**src/core/usc1_defines.svh**
```systemverilog
// Purpose: Offsets, field positions, reset values and timing counts
// Assumes: Byte-wide register port, one register per address
// Notes:   Included by bare name
`ifndef USC1_DEFINES_SVH
`define USC1_DEFINES_SVH

`define USC1_ADDR_STATUS   3'h0
`define USC1_ADDR_CTRL1    3'h1
`define USC1_ADDR_CTRL2    3'h2
`define USC1_ADDR_DATA     3'h3
`define USC1_ADDR_DIVL     3'h4
`define USC1_ADDR_DIVH     3'h5

// Status fields
`define USC1_ST_PERR       7
`define USC1_ST_NOISE      6
`define USC1_ST_FERR       5
`define USC1_ST_OVR        4
`define USC1_ST_RXIDLE     3
`define USC1_ST_RXAV       2
`define USC1_ST_TXIDLE     1
`define USC1_ST_TXEMPTY    0
`define USC1_STATUS_RST    8'h0B

// Control one fields
`define USC1_C1_PORT_ON    7
`define USC1_C1_NINE       6
`define USC1_C1_PAR_ON     5
`define USC1_C1_KIND_HI    4
`define USC1_C1_KIND_LO    3
`define USC1_C1_BREAK      2
`define USC1_C1_RX9        1
`define USC1_C1_TX9        0

// Control two fields
`define USC1_C2_TX_ON      7
`define USC1_C2_RX_ON      6
`define USC1_C2_STOP2      5
`define USC1_C2_RX_IRQ     2

`define USC1_DIV_RST       16'h0010
`define USC1_BREAK_BITS    4'hD

`endif

```
**src/core/usc1_pkg.sv**
```systemverilog
// Purpose: Types shared by the serial port status/control block
// Assumes: Nothing
// Notes:   One-hot state encodings
package usc1_pkg;

  typedef enum logic [4:0] {
    USC1_TX_IDLE  = 5'b0_0001,
    USC1_TX_START = 5'b0_0010,
    USC1_TX_DATA  = 5'b0_0100,
    USC1_TX_STOP  = 5'b0_1000,
    USC1_TX_BREAK = 5'b1_0000
  } usc1_tx_state_t;

  typedef enum logic [3:0] {
    USC1_RX_IDLE  = 4'b0001,
    USC1_RX_START = 4'b0010,
    USC1_RX_DATA  = 4'b0100,
    USC1_RX_STOP  = 4'b1000
  } usc1_rx_state_t;

  typedef enum logic [1:0] {
    USC1_PAR_EVEN  = 2'b00,
    USC1_PAR_ODD   = 2'b01,
    USC1_PAR_MARK  = 2'b10,
    USC1_PAR_SPACE = 2'b11
  } usc1_par_kind_t;

endpackage

```
**src/core/usc1_top.sv**
```systemverilog
// Purpose: Serial port status flags, control one, framing engine
// Assumes: Registers written/read by one-cycle strobes from the CPU
// Notes:   Read data valid the cycle after the read strobe
//
// Functional notes
// - Parity mismatch sets parity error flag
// - Error flags clear by status read, data access
// - Noise flag with data-available, not on overrun
// - Bad stop bit sets framing error flag
// - Overrun flag set, blocks further receive transfers
// - Receiver idle low from start to stop
// - Data-available set at FIFO trigger level
// - Word errors flagged with data-available same cycle when RX_TRIGGER is 1
// - Data-available clears: status, data read, empty
// - Transmit idle when empty, nothing sending, pin high
// - Transmit idle clears: status read, data write
// - Transmit empty set on shifter load, cleared likewise
// - Enabling transmitter sets transmit empty
// - Port off: pins float, buffers emptied, baud reset
// - Port off clears transmit/receive enables, error and data-available flags; sets idle and empty flags
// - Port off aborts frames, configuration retained
// - Word length selects 8 or 9 bits
// - Parity bit not copied into received data
// - Parity kinds even, odd, mark, space
// - Break: finish data, low 13 bits minimum
// - Received ninth read-only, transmit ninth write-only
// - Status read-only, idle and empty reset high
// - Bits shifted LSB first at baud rate
// - Receive interrupt from overrun or data-available
`timescale 1ns/1ps
`include "usc1_defines.svh"

module usc1_top
  import usc1_pkg::*;
#(
  parameter int FIFO_DEPTH = 4,
  parameter int RX_TRIGGER = 1
) (
  input  wire logic       clk_i,
  input  wire logic       rst_b_i,
  input  wire logic [2:0] reg_addr_i,
  input  wire logic       reg_wr_i,
  input  wire logic       reg_rd_i,
  input  wire logic [7:0] reg_wdata_i,
  output logic      [7:0] reg_rdata_o,
  input  wire logic       rx_pin_i,
  output logic            tx_pin_o,
  output logic            tx_pin_oe_o,
  output logic            irq_o
);

  localparam int PW = $clog2(FIFO_DEPTH);
  localparam logic [PW:0] TRIG = (PW+1)'(RX_TRIGGER);
  localparam logic [PW:0] FULL = (PW+1)'(FIFO_DEPTH);

  function automatic logic par_calc(input logic [8:0] d, input logic nine,
                                    input logic [1:0] kind);
    logic ones;
    ones = nine ? ^d[7:0] : ^d[6:0];
    case (kind)
      USC1_PAR_EVEN: par_calc = ones;
      USC1_PAR_ODD:  par_calc = ~ones;
      USC1_PAR_MARK: par_calc = 1'b1;
      default:       par_calc = 1'b0;
    endcase
  endfunction

  //////////////////////////////////////////////////////////////////////////
  // Register state and access decode
  logic        port_on_q, nine_q, par_on_q, brk_q, tx9_q;
  logic [1:0]  kind_q;
  logic        tx_on_q, rx_on_q, stop2_q, rx_irq_q;
  logic [15:0] div_q;
  logic        perr_q, noise_q, ferr_q, ovr_q, rx_idle_q, rx_av_q;
  logic        tx_idle_q, tx_empty_q;
  logic        err_arm_q, rxav_arm_q, tx_arm_q;

  logic st_rd, data_rd, data_wr, c1_wr, c2_wr;
  assign st_rd   = reg_rd_i && reg_addr_i == `USC1_ADDR_STATUS;
  assign data_rd = reg_rd_i && reg_addr_i == `USC1_ADDR_DATA;
  assign data_wr = reg_wr_i && reg_addr_i == `USC1_ADDR_DATA;
  assign c1_wr   = reg_wr_i && reg_addr_i == `USC1_ADDR_CTRL1;
  assign c2_wr   = reg_wr_i && reg_addr_i == `USC1_ADDR_CTRL2;

  // Receive FIFO
  logic [8:0]  fifo_mem [FIFO_DEPTH];
  logic [PW-1:0] wr_ptr_q, rd_ptr_q;
  logic [PW:0] count_q;
  logic        push, pop;
  logic [8:0]  push_word;
  logic        word_perr, word_ferr, word_noise, frame_done;

  assign pop = data_rd && count_q != '0;

  always_ff @(posedge clk_i or negedge rst_b_i) begin
    if (!rst_b_i) begin
      port_on_q <= 1'b0;
      nine_q    <= 1'b0;
      par_on_q  <= 1'b0;
      kind_q    <= 2'b00;
      brk_q     <= 1'b0;
      tx9_q     <= 1'b0;
    end else if (c1_wr) begin
      port_on_q <= reg_wdata_i[`USC1_C1_PORT_ON];
      nine_q    <= reg_wdata_i[`USC1_C1_NINE];
      par_on_q  <= reg_wdata_i[`USC1_C1_PAR_ON];
      kind_q    <= reg_wdata_i[`USC1_C1_KIND_HI:`USC1_C1_KIND_LO];
      brk_q     <= reg_wdata_i[`USC1_C1_BREAK] &&
                   reg_wdata_i[`USC1_C1_PORT_ON];
      tx9_q     <= reg_wdata_i[`USC1_C1_TX9];
    end else if (!port_on_q) begin
      brk_q     <= 1'b0;
    end
  end

  always_ff @(posedge clk_i or negedge rst_b_i) begin
    if (!rst_b_i) begin
      tx_on_q  <= 1'b0;
      rx_on_q  <= 1'b0;
      stop2_q  <= 1'b0;
      rx_irq_q <= 1'b0;
    end else begin
      if (c2_wr) begin
        stop2_q  <= reg_wdata_i[`USC1_C2_STOP2];
        rx_irq_q <= reg_wdata_i[`USC1_C2_RX_IRQ];
      end
      if (!port_on_q) begin
        tx_on_q <= 1'b0;
        rx_on_q <= 1'b0;
      end else if (c2_wr) begin
        tx_on_q <= reg_wdata_i[`USC1_C2_TX_ON];
        rx_on_q <= reg_wdata_i[`USC1_C2_RX_ON];
      end
    end
  end

  always_ff @(posedge clk_i or negedge rst_b_i) begin
    if (!rst_b_i) begin
      div_q <= `USC1_DIV_RST;
    end else if (reg_wr_i && reg_addr_i == `USC1_ADDR_DIVL) begin
      div_q[7:0] <= reg_wdata_i;
    end else if (reg_wr_i && reg_addr_i == `USC1_ADDR_DIVH) begin
      div_q[15:8] <= reg_wdata_i;
    end
  end

  // Read data, status is never written
  always_ff @(posedge clk_i or negedge rst_b_i) begin
    if (!rst_b_i) begin
      reg_rdata_o <= 8'h00;
    end else if (reg_rd_i) begin
      if (reg_addr_i == `USC1_ADDR_STATUS) begin
        reg_rdata_o <= {perr_q, noise_q, ferr_q, ovr_q,
                        rx_idle_q, rx_av_q, tx_idle_q, tx_empty_q};
      end else if (reg_addr_i == `USC1_ADDR_CTRL1) begin
        reg_rdata_o <= {port_on_q, nine_q, par_on_q, kind_q, brk_q,
                        fifo_mem[rd_ptr_q][8], 1'b0};
      end else if (reg_addr_i == `USC1_ADDR_CTRL2) begin
        reg_rdata_o <= {tx_on_q, rx_on_q, stop2_q, 2'b00, rx_irq_q, 2'b00};
      end else if (reg_addr_i == `USC1_ADDR_DATA) begin
        reg_rdata_o <= fifo_mem[rd_ptr_q][7:0];
      end else if (reg_addr_i == `USC1_ADDR_DIVL) begin
        reg_rdata_o <= div_q[7:0];
      end else if (reg_addr_i == `USC1_ADDR_DIVH) begin
        reg_rdata_o <= div_q[15:8];
      end else begin
        reg_rdata_o <= 8'h00;
      end
    end
  end

  //////////////////////////////////////////////////////////////////////////
  // Clearing sequences: status read arms, data access clears
  always_ff @(posedge clk_i or negedge rst_b_i) begin
    if (!rst_b_i) begin
      err_arm_q  <= 1'b0;
      rxav_arm_q <= 1'b0;
      tx_arm_q   <= 1'b0;
    end else if (st_rd) begin
      err_arm_q  <= 1'b1;
      rxav_arm_q <= rx_av_q;
      tx_arm_q   <= tx_empty_q || tx_idle_q;
    end else if (data_rd || data_wr) begin
      err_arm_q  <= 1'b0;
      rxav_arm_q <= 1'b0;
      tx_arm_q   <= 1'b0;
    end
  end

  logic err_clr;
  assign err_clr = err_arm_q && (data_rd || data_wr);

  // Error flags; a new event wins over the clear
  always_ff @(posedge clk_i or negedge rst_b_i) begin
    if (!rst_b_i) begin
      perr_q  <= 1'b0;
      noise_q <= 1'b0;
      ferr_q  <= 1'b0;
      ovr_q   <= 1'b0;
    end else if (!port_on_q) begin
      perr_q  <= 1'b0;
      noise_q <= 1'b0;
      ferr_q  <= 1'b0;
      ovr_q   <= 1'b0;
    end else begin
      if (push && word_perr) perr_q <= 1'b1;
      else if (err_clr) perr_q <= 1'b0;
      if (push && word_noise) noise_q <= 1'b1;
      else if (err_clr) noise_q <= 1'b0;
      if (push && word_ferr) ferr_q <= 1'b1;
      else if (err_clr) ferr_q <= 1'b0;
      if (frame_done && (ovr_q || count_q == FULL)) ovr_q <= 1'b1;
      else if (err_clr) ovr_q <= 1'b0;
    end
  end

  // Data-available flag
  always_ff @(posedge clk_i or negedge rst_b_i) begin
    if (!rst_b_i) begin
      rx_av_q <= 1'b0;
    end else if (!port_on_q) begin
      rx_av_q <= 1'b0;
    end else if (push && count_q + 1'b1 >= TRIG) begin
      rx_av_q <= 1'b1;
    end else if (rxav_arm_q && pop && count_q == 1) begin
      rx_av_q <= 1'b0;
    end
  end

  always_ff @(posedge clk_i or negedge rst_b_i) begin
    if (!rst_b_i) begin
      irq_o <= 1'b0;
    end else begin
      irq_o <= rx_irq_q && (rx_av_q || ovr_q);
    end
  end

  //////////////////////////////////////////////////////////////////////////
  // Receive FIFO storage
  always_ff @(posedge clk_i) begin
    if (push) fifo_mem[wr_ptr_q] <= push_word;
  end

  always_ff @(posedge clk_i or negedge rst_b_i) begin
    if (!rst_b_i) begin
      wr_ptr_q <= '0;
      rd_ptr_q <= '0;
      count_q  <= '0;
    end else if (!port_on_q || !rx_on_q) begin
      wr_ptr_q <= '0;
      rd_ptr_q <= '0;
      count_q  <= '0;
    end else begin
      if (push) wr_ptr_q <= PW'(wr_ptr_q + 1'b1);
      if (pop)  rd_ptr_q <= PW'(rd_ptr_q + 1'b1);
      count_q <= count_q + (PW+1)'(push) - (PW+1)'(pop);
    end
  end

  //////////////////////////////////////////////////////////////////////////
  // Receiver
  logic           rx_meta_q, rx_sync_q;
  usc1_rx_state_t rx_st_q;
  logic [15:0]    rx_cnt_q;
  logic [3:0]     rx_idx_q;
  logic [8:0]     rx_sh_q;
  logic [1:0]     rx_smp_q;
  logic           rx_noise_q;
  logic [15:0]    mid;
  logic           maj, unan, rx_act, par_bit_slot;

  assign rx_act   = port_on_q && rx_on_q;
  assign mid      = {1'b0, div_q[15:1]};
  assign maj      = (rx_smp_q[0] & rx_smp_q[1]) |
                    (rx_sync_q & (rx_smp_q[0] | rx_smp_q[1]));
  assign unan     = rx_smp_q[0] == rx_smp_q[1] && rx_smp_q[1] == rx_sync_q;
  assign frame_done = rx_st_q == USC1_RX_STOP && rx_cnt_q == mid + 16'd1;
  assign par_bit_slot = nine_q ? rx_sh_q[8] : rx_sh_q[7];

  assign push       = frame_done && !ovr_q && count_q != FULL;
  assign word_noise = rx_noise_q || !unan;
  assign word_ferr  = !maj;
  assign word_perr  = par_on_q &&
                      par_bit_slot != par_calc(rx_sh_q, nine_q, kind_q);
  always_comb begin
    push_word = rx_sh_q;
    if (par_on_q && nine_q)  push_word[8] = 1'b0;
    if (!nine_q)             push_word[8] = 1'b0;
    if (par_on_q && !nine_q) push_word[7] = 1'b0;
  end

  always_ff @(posedge clk_i or negedge rst_b_i) begin
    if (!rst_b_i) begin
      rx_meta_q <= 1'b1;
      rx_sync_q <= 1'b1;
    end else begin
      rx_meta_q <= rx_pin_i;
      rx_sync_q <= rx_meta_q;
    end
  end

  always_ff @(posedge clk_i or negedge rst_b_i) begin
    if (!rst_b_i) begin
      rx_st_q    <= USC1_RX_IDLE;
      rx_cnt_q   <= 16'h0000;
      rx_idx_q   <= 4'h0;
      rx_sh_q    <= 9'h000;
      rx_smp_q   <= 2'b11;
      rx_noise_q <= 1'b0;
    end else if (!rx_act) begin
      rx_st_q  <= USC1_RX_IDLE;
      rx_cnt_q <= 16'h0000;
    end else begin
      rx_cnt_q <= (rx_cnt_q == div_q) ? 16'h0000 : rx_cnt_q + 16'd1;
      if (rx_cnt_q == mid - 16'd1) rx_smp_q[0] <= rx_sync_q;
      if (rx_cnt_q == mid)         rx_smp_q[1] <= rx_sync_q;
      case (rx_st_q)
        USC1_RX_IDLE: begin
          rx_cnt_q <= 16'h0000;
          if (!rx_sync_q) begin
            rx_st_q    <= USC1_RX_START;
            rx_noise_q <= 1'b0;
            rx_idx_q   <= 4'h0;
            rx_sh_q    <= 9'h000;
          end
        end
        USC1_RX_START: begin
          if (rx_cnt_q == mid + 16'd1) begin
            if (!unan) rx_noise_q <= 1'b1;
            if (maj) rx_st_q <= USC1_RX_IDLE;
          end else if (rx_cnt_q == div_q) begin
            rx_st_q <= USC1_RX_DATA;
          end
        end
        USC1_RX_DATA: begin
          if (rx_cnt_q == mid + 16'd1) begin
            rx_sh_q[rx_idx_q] <= maj;
            if (!unan) rx_noise_q <= 1'b1;
          end else if (rx_cnt_q == div_q) begin
            rx_idx_q <= rx_idx_q + 4'h1;
            if (rx_idx_q == (nine_q ? 4'd8 : 4'd7))
              rx_st_q <= USC1_RX_STOP;
          end
        end
        USC1_RX_STOP: begin
          if (frame_done) rx_st_q <= USC1_RX_IDLE;
        end
        default: rx_st_q <= USC1_RX_IDLE;
      endcase
    end
  end

  always_ff @(posedge clk_i or negedge rst_b_i) begin
    if (!rst_b_i) begin
      rx_idle_q <= 1'b1;
    end else begin
      rx_idle_q <= !rx_act || rx_st_q == USC1_RX_IDLE && rx_sync_q
                   || frame_done;
    end
  end

  //////////////////////////////////////////////////////////////////////////
  // Transmitter
  usc1_tx_state_t tx_st_q;
  logic [15:0]    tx_cnt_q;
  logic [3:0]     tx_idx_q;
  logic [8:0]     hold_q, tx_sh_q;
  logic           hold_full_q, tx_tick, tx_act, tx_on_d1_q, load;
  logic [8:0]     load_word;

  assign tx_act  = port_on_q && tx_on_q;
  assign tx_tick = tx_cnt_q == div_q;
  assign load    = tx_act && tx_st_q == USC1_TX_IDLE && hold_full_q;

  always_comb begin
    load_word = hold_q;
    if (!nine_q) load_word[8] = 1'b0;
    if (par_on_q && nine_q)
      load_word[8] = par_calc(hold_q, 1'b1, kind_q);
    else if (par_on_q)
      load_word[7] = par_calc(hold_q, 1'b0, kind_q);
  end

  always_ff @(posedge clk_i or negedge rst_b_i) begin
    if (!rst_b_i) begin
      hold_q      <= 9'h000;
      hold_full_q <= 1'b0;
    end else if (!tx_act) begin
      hold_full_q <= 1'b0;
    end else if (data_wr) begin
      hold_q      <= {tx9_q, reg_wdata_i};
      hold_full_q <= 1'b1;
    end else if (load) begin
      hold_full_q <= 1'b0;
    end
  end

  always_ff @(posedge clk_i or negedge rst_b_i) begin
    if (!rst_b_i) begin
      tx_st_q  <= USC1_TX_IDLE;
      tx_cnt_q <= 16'h0000;
      tx_idx_q <= 4'h0;
      tx_sh_q  <= 9'h000;
    end else if (!tx_act) begin
      tx_st_q  <= USC1_TX_IDLE;
      tx_cnt_q <= 16'h0000;
    end else begin
      tx_cnt_q <= tx_tick ? 16'h0000 : tx_cnt_q + 16'd1;
      case (tx_st_q)
        USC1_TX_IDLE: begin
          tx_cnt_q <= 16'h0000;
          tx_idx_q <= 4'h0;
          if (hold_full_q) begin
            tx_sh_q <= load_word;
            tx_st_q <= USC1_TX_START;
          end else if (brk_q) begin
            tx_st_q <= USC1_TX_BREAK;
          end
        end
        USC1_TX_START: if (tx_tick) tx_st_q <= USC1_TX_DATA;
        USC1_TX_DATA: begin
          if (tx_tick) begin
            tx_idx_q <= tx_idx_q + 4'h1;
            if (tx_idx_q == (nine_q ? 4'd8 : 4'd7)) begin
              tx_st_q  <= USC1_TX_STOP;
              tx_idx_q <= 4'h0;
            end
          end
        end
        USC1_TX_STOP: begin
          if (tx_tick) begin
            tx_idx_q <= tx_idx_q + 4'h1;
            if (!stop2_q || tx_idx_q == 4'd1) tx_st_q <= USC1_TX_IDLE;
          end
        end
        USC1_TX_BREAK: begin
          if (tx_tick && tx_idx_q != `USC1_BREAK_BITS)
            tx_idx_q <= tx_idx_q + 4'h1;
          if (tx_idx_q == `USC1_BREAK_BITS && !brk_q)
            tx_st_q <= USC1_TX_IDLE;
        end
        default: tx_st_q <= USC1_TX_IDLE;
      endcase
    end
  end

  always_ff @(posedge clk_i or negedge rst_b_i) begin
    if (!rst_b_i) begin
      tx_pin_o    <= 1'b1;
      tx_pin_oe_o <= 1'b0;
    end else begin
      tx_pin_oe_o <= tx_act;
      case (tx_st_q)
        USC1_TX_START: tx_pin_o <= 1'b0;
        USC1_TX_DATA:  tx_pin_o <= tx_sh_q[tx_idx_q];
        USC1_TX_BREAK: tx_pin_o <= 1'b0;
        default:       tx_pin_o <= 1'b1;
      endcase
    end
  end

  // Transmit empty and idle flags; set wins over clear for empty, clear wins for idle
  always_ff @(posedge clk_i or negedge rst_b_i) begin
    if (!rst_b_i) begin
      tx_empty_q <= 1'b1;
      tx_idle_q  <= 1'b1;
      tx_on_d1_q <= 1'b0;
    end else begin
      tx_on_d1_q <= tx_act;
      if (!port_on_q) begin
        tx_empty_q <= 1'b1;
      end else if (load || (tx_act && !tx_on_d1_q)) begin
        tx_empty_q <= 1'b1;
      end else if (tx_arm_q && data_wr) begin
        tx_empty_q <= 1'b0;
      end
      if (!port_on_q) begin
        tx_idle_q <= 1'b1;
      end else if (tx_arm_q && data_wr) begin
        tx_idle_q <= 1'b0;
      end else begin
        tx_idle_q <= tx_empty_q && !hold_full_q && !brk_q &&
                     tx_st_q == USC1_TX_IDLE;
      end
    end
  end

endmodule

```
**config.mk**
```make
export PLATFORM = sky130hd
export DESIGN_NAME = usc1_top
export DESIGN_NICKNAME = d
export VERILOG_FILES = /design/src/core/usc1_pkg.sv /design/src/core/usc1_top.sv
export VERILOG_INCLUDE_DIRS = /design/src /design/src/core
export SDC_FILE = /design/constraint.sdc
export NUM_CORES = 1
export LEC_CHECK = 0
export ABC_CLOCK_PERIOD_IN_PS = 7700
export BUFFER_PORTS_ARGS = -buffer_cell sky130_fd_sc_hd__buf_2
export CAP_MARGIN = 10
export CORE_MARGIN = 2
export CORE_UTILIZATION = 60
export DETAILED_ROUTE_END_ITERATION = 10
export PLACE_DENSITY = 0.77
export SYNTH_ARGS = -nofsm -noshare
export SYNTH_HDL_FRONTEND = slang
export SYNTH_SLANG_ARGS = --single-unit
export TNS_END_PERCENT = 50
```
**constraint.sdc**
```tcl
create_clock -name clk_i -period 7.7 [get_ports clk_i]
set_input_delay 1.155 -clock clk_i [delete_from_list [all_inputs] [get_ports clk_i]]
set_output_delay 1.155 -clock clk_i [all_outputs]
set_load 0.02 [all_outputs]
```
## Word-level counts from Yosys, hierarchy flattened

Memory sizes are Yosys's and may differ from the RTL's.
Index checks and enable logic that the tools add are counted.

- Flip-flop bits (word level): 138
- RAM bits: 36
- Bits of input ports: 16
- Output and inout bits: 11
- Logic and storage cells: 322
- Memories: 1

Memory list:

| memory | words | width | read ports | clocked after memory_dff | write ports | line | RTL |
|---|---|---|---|---|---|---|---|
| fifo_mem | 4 | 9 | 1 | 0 | 1 | usc1_top.sv:86 | `logic [8:0] fifo_mem [FIFO_DEPTH];` |

- $add $sub $neg: 11
- Order comparisons: 4
- Equality and inequality tests: 64
- Mux-type cells: 104
- Bitwise operators: 8
- Reduce and logical (&&, ||, !) cells: 85

Operators by type and width:

| cell | number |
|---|---|
| $mux W16 | 6 |
| $mux W4 | 17 |
| $eq A16 B16 Y1 | 4 |
| $mux W8 | 6 |
| $mux W1 | 46 |
| $mux W5 | 9 |
| $logic_and A1 B1 Y1 | 38 |
| $ne A3 B3 Y1 const B | 12 |
| $add A16 B1 Y16 const B | 2 |
| $pmux W4 S4 | 2 |
| $pmux W5 S5 | 1 |
| $mux W9 | 2 |
| $ne A3 B1 Y1 const B | 6 |
| $pmux W9 S2 | 1 |
| $add A15 B1 Y16 const B | 1 |
| $eq A16 B15 Y1 | 1 |
| $ne A2 B2 Y1 const B | 8 |
| $ne A4 B4 Y1 const B | 4 |
| $reduce_xor A8 Y1 | 2 |
| $sub A15 B1 Y16 const B | 1 |
| $reduce_and A5 Y1 | 3 |
| $reduce_and A7 Y1 | 2 |
| $reduce_xor A7 Y1 | 2 |
| $logic_not A1 Y1 | 11 |
| 48 further kinds | 89 |

## Depth between registers and ports, before layout

Gate-level depths: netlist of run 1.

- Depth in word-level cells: 9
- Gate-level depth with buffers: 19
- Gate-level depth less buffers: 17

## Worst setup path before layout of run 1

No wires, ideal clock.

- Kind: register -> register
- From: reg div_q[4]
- To: reg count_q[2]
- Library setup time: 0.132 ns
- Arrival time: 3.495 ns
- Required time: 7.568 ns
- Path slack: 4.073 ns
- Stages on the path, launching flop included: 19
- Path buffers: 3
- Clock period less this slack: 3.627 ns
- Cell sequence: dfstp_2 buf_4 buf_6 nand4_1 nor4_1 xnor2_1 o2111a_2 o2111ai_2 a2111oi_2 buf_4 inv_1 ha_1 inv_1 ha_1 inv_1 fa_1 xor2_1 xnor2_1 nor2_1

- Word-level cells in the longest chain between the ends: 8

Ends and longest elaborated chain:

| what | line | RTL |
|---|---|---|
| start, declared | usc1_top.sv:73 | `logic [15:0] div_q;` |
| start signal, assigned | usc1_top.sv:139 | `` div_q <= `USC1_DIV_RST; `` |
| start signal, assigned | usc1_top.sv:141 | `div_q[7:0] <= reg_wdata_i;` |
| $add A15 B1 Y16 | usc1_top.sv:277 | `assign frame_done = rx_st_q == USC1_RX_STOP && rx_cnt_q == mid + 16'd1;` |
| $eq A16 B16 Y1 | usc1_top.sv:277 |  |
| $logic_and A1 B1 Y1 | usc1_top.sv:277 |  |
| $logic_and A1 B1 Y1 (2 in a row) | usc1_top.sv:280 | `assign push = frame_done && !ovr_q && count_q != FULL;` |
| $add A3 B1 Y3 | usc1_top.sv:256 | `count_q <= count_q + (PW+1)'(push) - (PW+1)'(pop);` |
| $sub A3 B1 Y3 | usc1_top.sv:256 |  |
| $mux W3 | usc1_top.sv:249 | `end else if (!port_on_q \|\| !rx_on_q) begin` |
| end signal, assigned | usc1_top.sv:256 |  |
| end, declared | usc1_top.sv:88 | `logic [PW:0] count_q;` |

Every way passes these cells.
A chain may end at the register's enable or synchronous reset.

## Worst setup path in the final report of run 1

- From: reg div_q[2]
- To: reg count_q[2]

The elaborated chain is that of the path after synthesis.

==> impl_metrics.toml, run 1 <==
[sta]
fin_crit_sh_pct = 54.74
hold_violations = 0
relSlewSlack_pct = 30.07
drv_slew = 0
worst_pin_slew_ns = 1.034
layout_setup_ws_ns = 3.485
setup_viol = 0
rsz0062_at_grt = "no"
finClkSkew_ns = 0.01831
fin_tns_setup_ns = 0
period_minus_slack_ns = 4.215
fmax_mhz = 237.2

[synthesis]
ys_ff_latch = 174
syn-instance-count = 993
syn_area_um2 = 10070
synth_top_flop_cell = "dfrtp_1"
ys_types = 86
synth.yosys.seq_area_share_pct = 45.16
ys_warn_count = 0
avgSynthCellArea_um2 = 10.14
syn_nets = 1031
synth_edf_count = 36
synthArstFlopShare_pct = 79.31

[critical_path]
worstSetupPathType = "flip-flop to flip-flop"
rr_worst_depth = 15
worstPathMaxFanout = 13
crit_required_ns = 8.00
cp.depth = 15
crit_start = "div_q[2]"
arrival_ns = 4.52
critPathCaptureType = "flip-flop"
timing.rr.end = "count_q[2]"
crit_family = "adder cells"
crit_chain = "ha_1, and3_1, nand3_1, nor4_1, o2111ai_2, a2111oi_2, inv_1, ha_1, inv_1, ha_1, inv_1, fa_1, xor2_1, xnor2_1, nor2_1"
crit_slowest_cell = "dfrtp_1"
reg2reg_from = "div_q[2]"
cp-endpoint = "count_q[2]"
cp_num_buf_inv = 3
ff2ff_setup_slack_ns = 3.48
critical_path.startpoint_type = "flip-flop"
critPathMaxStageDelay_ns = 0.66

[flow_run]
cap_violations = 0

[place]
gp_congestion = 0.8972
hpwl_mm = 16.49
placed_area_um2 = 10210
port_buffers = 26
pre_cts_ws_ns = 3.548
place_inst = 1180

[die]
num_io_pins = 27
dieArea_um2 = 17840
die_x_um = 133.6
die_height_um = 133.6
num_rows = 47
start_util_pct = 61.16
coreArea_um2 = 16470

[drt]
routed_wl_mm = 23.46
wl_per_cell_um = 19.36
drt-initial-drc-count = 743
final_antenna_net_count = 0
vias = 7503
via_per_inst = 6.191
firstDrtPassIters = 6
post-route-drc-count = 0

[clock_tree]
clk_pin_slew_ns = 0.07
clk_latency_ns = 0.44
post_cts_resized = 0
cts_buffers = 17
cts.sinks = 174
cts_root_buf = "clkbuf_16"
cts_hold_buf = 0
cts_tree = "yes"
htreeDepth = 4
cts_setup_buffers = 0
clk_path_buf_depth = 2

[grt]
antenna_found_initial = 0
gr-total-overflow = 0
grtUsageTotal_pct = 27.37
grt_max_degree = 85
grt_pass1_vias = 7079
grt_pass1_wl_mm = 38.30

[hold_path]
hp-class = "flip-flop to flip-flop"

[layout]
fin_util_pct = 65.54
fin_cells = 1212
area_delta_synth_final_pct = 7.156
post-route-cell-area_um2 = 10790
diodes = 0
drive_gt1_share_pct = 14.21
nNetsFinal = 1017

[power]
share_comb_of_total_power_pct = 13.9
netSwitchingPower_mw = 0.6881
power_density_nw_per_um2 = 207.6
pwr-share-clk_pct = 38.1
vdd_ir_drop_max_v = 0.0001702
swShare_pct = 30.71
power.leakage_nw = 4.180
p_seq_share_pct = 48.0
p_int_mw = 1.553

[outcome]
status = "finished, final reports clean"
-- cell type report --
class	count	area [um2]
clock inverters	15	160.2
well taps	220	275.3
fillers	1305	5674
clock buffers	17	425.4
multi-input cells	718	5062
repair buffers	33	188.9
flip-flops and latches	174	4548
inverters	35	131.4
-- flip-flops by register name (all words and copies together) (netlist names), 2 cells and up --
| register | count |
|---|---|
| div_q | 16 |
| count_q | 3 |
| tx_sh_q | 9 |
| kind_q | 2 |
| tx_idx_q | 4 |
| rx_st_q | 4 |
| rx_cnt_q | 16 |
| reg_rdata_o | 8 |
| rd_ptr_q | 2 |
| rx_sh_q | 9 |
| rx_idx_q | 4 |
| wr_ptr_q | 2 |
| rx_smp_q | 2 |
| tx_cnt_q | 16 |
| hold_q | 9 |
| fifo_mem | 36 |
| tx_st_q | 5 |
-- metrics by stage --
step / power (mW) / hold slack (ns)
6_report: 2.241 / 0.3572
5_1_grt: 2.321 / 0.3702
4_1_cts: 2.249 / 0.3580
3_5_place_dp: 1.399 / 0.3475
3_3_place_gp: 1.393 / 0.3479
2_1_floorplan: 1.317 / 0.3452
-- metal layers --
layer | global-route usage, % | routed length, um | vias up
li1 | - | - | 3517
met2 | 42.96 | 11130 | 235
met5 | 0 | 0 | -
met3 | 4.033 | 1177 | 36
met1 | 39.78 | 10560 | 3715
met4 | 8.333 | 591 | 0
-- how the worst min path moves through the flow --
stage                    from         to  slack (ns)  depth (start not counted)
floorplan           rx_meta_q  rx_sync_q        0.35                          0
global placement    rx_meta_q  rx_sync_q        0.35                          0
detailed placement  rx_meta_q  rx_sync_q        0.35                          0
CTS                 rx_meta_q  rx_sync_q        0.36                          0
global route        rx_meta_q  rx_sync_q        0.37                          0
finish              rx_meta_q  rx_sync_q        0.36                          0
-- cell usage in the layout (no fill, tap or decap), types with 5 or more instances in the layout --
| cell | Yosys | final |
|---|---|---|
| buf_4 | 6 | 7 |
| inv_1 | 35 | 35 |
| nand3_1 | 39 | 39 |
| mux2i_1 | 13 | 13 |
| mux2_2 | 32 | 32 |
| xor2_1 | 29 | 29 |
| a31oi_1 | 10 | 10 |
| o31ai_1 | 15 | 15 |
| and2_1 | 12 | 12 |
| a21oi_1 | 40 | 40 |
| nand2_1 | 78 | 78 |
| edfxtp_1 | 36 | 36 |
| clkbuf_16 | 0 | 17 |
| xnor2_1 | 84 | 84 |
| mux4_2 | 11 | 11 |
| nand2b_1 | 16 | 16 |
| nand4_1 | 22 | 22 |
| nor3_1 | 9 | 9 |
| ha_1 | 21 | 21 |
| and3_1 | 18 | 18 |
| or3_1 | 8 | 8 |
| buf_2 | 11 | 25 |
| nor2b_1 | 13 | 13 |
| dfrtp_1 | 127 | 127 |
| o21ai_0 | 40 | 40 |
| dfstp_2 | 11 | 11 |
| o22ai_1 | 5 | 5 |
| nor4b_1 | 5 | 5 |
| nor4_1 | 8 | 8 |
| nor2_1 | 93 | 93 |
| o211ai_1 | 10 | 10 |
-- logic make-up after synthesis --
group                      after synthesis  synth area share, %
muxes                                   57                7.442
AOI/OAI and AO/OA                      173                11.79
and+or+nand+nor                        353                18.40
buffers and inverters                  101                4.572
DFF                                    174                45.16
xor gates and xnor gates               113                9.827
adders and majority gates               22                2.808
-- power groups by stage --
stage          Combinational [mW]  Clock (mW)  Sequential, mW
2_1_floorplan               0.295           0            1.02
3_3_place_gp                0.304           0            1.09
3_5_place_dp                0.307           0            1.09
4_1_cts                     0.309       0.866            1.07
5_1_grt                     0.341       0.897            1.08
6_report                    0.311       0.853            1.08
-- cell usage after synthesis, types with 4 or more instances --
| cell type | number | area share, % |
|---|---|---|
| dfrtp_1 | 127 | 32 |
| nor2_1 | 93 | 3.5 |
| xnor2_1 | 84 | 7.3 |
| nand2_1 | 78 | 2.9 |
| clkbuf_1 | 41 | 1.5 |
| a21oi_1 | 40 | 2.0 |
| o21ai_0 | 40 | 2.0 |
| nand3_1 | 39 | 1.9 |
| edfxtp_1 | 36 | 11 |
| inv_1 | 35 | 1.3 |
| mux2_2 | 32 | 3.6 |
| xor2_1 | 29 | 2.5 |
| nand4_1 | 22 | 1.4 |
| ha_1 | 21 | 2.6 |
| and3_1 | 18 | 1.1 |
| nand2b_1 | 16 | 0.99 |
| o31ai_1 | 15 | 1.1 |
| mux2i_1 | 13 | 1.3 |
| nor2b_1 | 13 | 0.81 |
| and2_1 | 12 | 0.75 |
| buf_2 | 11 | 0.55 |
| dfstp_2 | 11 | 2.9 |
| mux4_2 | 11 | 2.5 |
| a31oi_1 | 10 | 0.62 |
| o211ai_1 | 10 | 0.75 |
| nor3_1 | 9 | 0.45 |
| nor4_1 | 8 | 0.50 |
| or3_1 | 8 | 0.50 |
| buf_4 | 6 | 0.45 |
| buf_6 | 6 | 0.67 |
| nor4b_1 | 5 | 0.43 |
| o22ai_1 | 5 | 0.31 |
| a222oi_1 | 4 | 0.40 |
| and4_1 | 4 | 0.35 |
| nand4b_1 | 4 | 0.35 |
(Power assumes the default switching activity.)
==> run 2: changes to the inputs <==
--- a/config.mk
+++ b/config.mk
@@ -6,7 +6,7 @@
 export SDC_FILE = /design/constraint.sdc
 export NUM_CORES = 1
 export LEC_CHECK = 0
-export ABC_CLOCK_PERIOD_IN_PS = 7700
+export ABC_CLOCK_PERIOD_IN_PS = 4300
 export BUFFER_PORTS_ARGS = -buffer_cell sky130_fd_sc_hd__buf_2
 export CAP_MARGIN = 10
 export CORE_MARGIN = 2
==> constraint.sdc (replaced) <==
create_clock -name clk_i -period 4.3 [get_ports clk_i]
set_input_delay 0.645 -clock clk_i [delete_from_list [all_inputs] [get_ports clk_i]]
set_output_delay 0.645 -clock clk_i [all_outputs]
set_load 0.02 [all_outputs]
==> run 2 against run 1 <==
Net effect:
- register-to-register slack got worse by 3.0 ns
- largest power group unchanged
- clock power rose by 77%
- critical path type unchanged
- routed wire length fell by 0.72%
- sequential power rose by 74%
- final area rose by 0.71%
- first-iteration DRC count rose by 0.67%
- critical endpoint unchanged
- sequential share of layout area fell by 0.30 points
- via count rose by 0.15%
- non-clock buffer count rose by 11
==> impl_metrics.toml, run 2 (synthesized netlist as in run 1, its figures left out) <==
[sta]
worst_pin_slew_ns = 0.9877
fmax_mhz = 258.9
fin_tns_setup_ns = 0
period_minus_slack_ns = 3.863
finClkSkew_ns = 0.01507
relSlewSlack_pct = 33.22
rsz0062_at_grt = "no"
hold_violations = 0
setup_viol = 0
fin_crit_sh_pct = 89.84
drv_slew = 0

[drt]
drt-initial-drc-count = 748
post-route-drc-count = 0
maxUsedRoutingLayer = "met4"
wl_per_cell_um = 19.05
via_per_inst = 6.144
final_antenna_net_count = 0
routed_wl_mm = 23.29
firstDrtPassIters = 6
route.met2.wl_mm = 10.94
m1WireLength_mm = 10.40
routed-wl-met3_mm = 1.311
vias = 7514

[outcome]
status = "finished, final reports clean"

[place]
gp_congestion = 0.9099
place_inst = 1191
port_buffers = 26
placed_area_um2 = 10290
hpwl_mm = 16.48

[clock_tree]
cts_root_buf = "clkbuf_16"
cts_buffers = 17
cts_setup_buffers = 0
cts.sinks = 174
cts_tree = "yes"
clk_path_buf_depth = 2
htreeDepth = 4
clk_pin_slew_ns = 0.07
clk_latency_ns = 0.44
cts_hold_buf = 0
post_cts_resized = 0

[critical_path]
critical_path.startpoint_type = "flip-flop"
arrival_ns = 4.17
rr_worst_depth = 16
timing.rr.end = "count_q[2]"
worstSetupPathType = "flip-flop to flip-flop"
critPathCaptureType = "flip-flop"
worstPathMaxFanout = 14
reg2reg_from = "div_q[1]"
ff2ff_setup_slack_ns = 0.44
critPathMaxStageDelay_ns = 0.68
crit_slowest_cell = "dfrtp_1"
crit_required_ns = 4.61
crit_chain = "ha_1, and3_1, and4b_1, a211o_1, and3_1, o2111ai_2, a2111oi_2, inv_1, ha_1, inv_1, ha_1, inv_1, fa_1, xor2_1, xnor2_1, nor2_1"

[die]
die_x_um = 133.6
dieArea_um2 = 17840
num_io_pins = 27
num_rows = 47
coreArea_um2 = 16470
start_util_pct = 61.16
die_height_um = 133.6

[layout]
final_cell_mix = "dfrtp_1 (127), nor2_1 (93), xnor2_1 (84)"
top_register = "fifo_mem"
diodes = 0
post-route-cell-area_um2 = 10870
drive_gt1_share_pct = 14.96
nNetsFinal = 1028
largest_register_ffs = 36
fin_cells = 1223
final_common_cell = "dfrtp_1"
area_delta_synth_final_pct = 7.914

[grt]
gr-total-overflow = 0
antenna_found_initial = 0
grt_pass1_vias = 7375
grtUsageTotal_pct = 27.89
grt_max_degree = 90
grt_pass1_wl_mm = 38.74

[power]
vdd_ir_drop_max_v = 0.0002981
power.leakage_nw = 4.219
power_density_nw_per_um2 = 370.7

[hold_path]
hp-class = "input port to asynchronous set/reset pin"

[flow_run]
cap_violations = 0
## run 2: changes by cell type in the layout (fill, tap and decap cells not counted), moves of 2 or more
cell / before / now
clkinv_8: 2 / 4
buf_4: 7 / 18
clkinv_4: 3 / 1
clkinvlp_4: 0 / 2
clkinv_1: 0 / 2
inv_8: 4 / 2
## run 2: final cells by class
cell class                 count  area (um2)
sequential                   174        4548
clock inverter                15       153.9
clock buffer                  17       425.4
multi-input combinational    718        5062
tap                          220       275.3
fill                        1301        5598
timing repair buffer          44       271.5
inverter                      35       131.4
## run 2: report_power, final
part / switching [mW] / internal, mW / total, mW
combinational: 0.356 / 0.277 / 0.634
clock: 0.740 / 0.770 / 1.51
sequential: 0.139 / 1.75 / 1.88
total: 1.24 / 2.79 / 4.03
## run 2: per-layer routing
metal  GRT usage (%)  up-vias
li1                -     3530
met1           39.66     3685
met2           43.36      256
met3           4.566       43
met4           10.70        0
met5               0        -
## run 2: how the worst max path moves through the flow
stage | end | from | cells past startpoint | slack [ns]
detailed placement | count_q[2] | div_q[1] | 15 | 0.49
CTS | count_q[2] | div_q[1] | 15 | 0.48
floorplan | count_q[2] | div_q[4] | 18 | 0.67
global placement | count_q[2] | div_q[1] | 15 | 0.60
global route | count_q[2] | div_q[1] | 16 | 0.25
finish | count_q[2] | div_q[1] | 16 | 0.44
## run 2: through the flow
stage	total power, mW	hold WS (ns)	utilization [%]	setup WS, ns
after CTS	4.040	0.2896	66.00	0.4752
after global routing	4.192	0.2872	66.00	0.2545
final	4.029	0.2697	66.00	0.4371
after detailed placement	2.537	0.3472	62.48	0.4859
after global placement	2.528	0.3465	62.48	0.5963
after floorplan	2.358	0.3452	-	0.6733
## run 2: critical path: cells and delay by family, from the launching register on
family | cells | cell delay (ns)
XOR/XNOR | 2 | 0.35
adder cells (fa/ha/maj) | 4 | 1.12
AO/OA/AOI/OAI | 3 | 0.66
buffers and inverters | 3 | 0.18
flip-flops | 1 | 0.68
AND/OR/NAND/NOR | 4 | 0.73
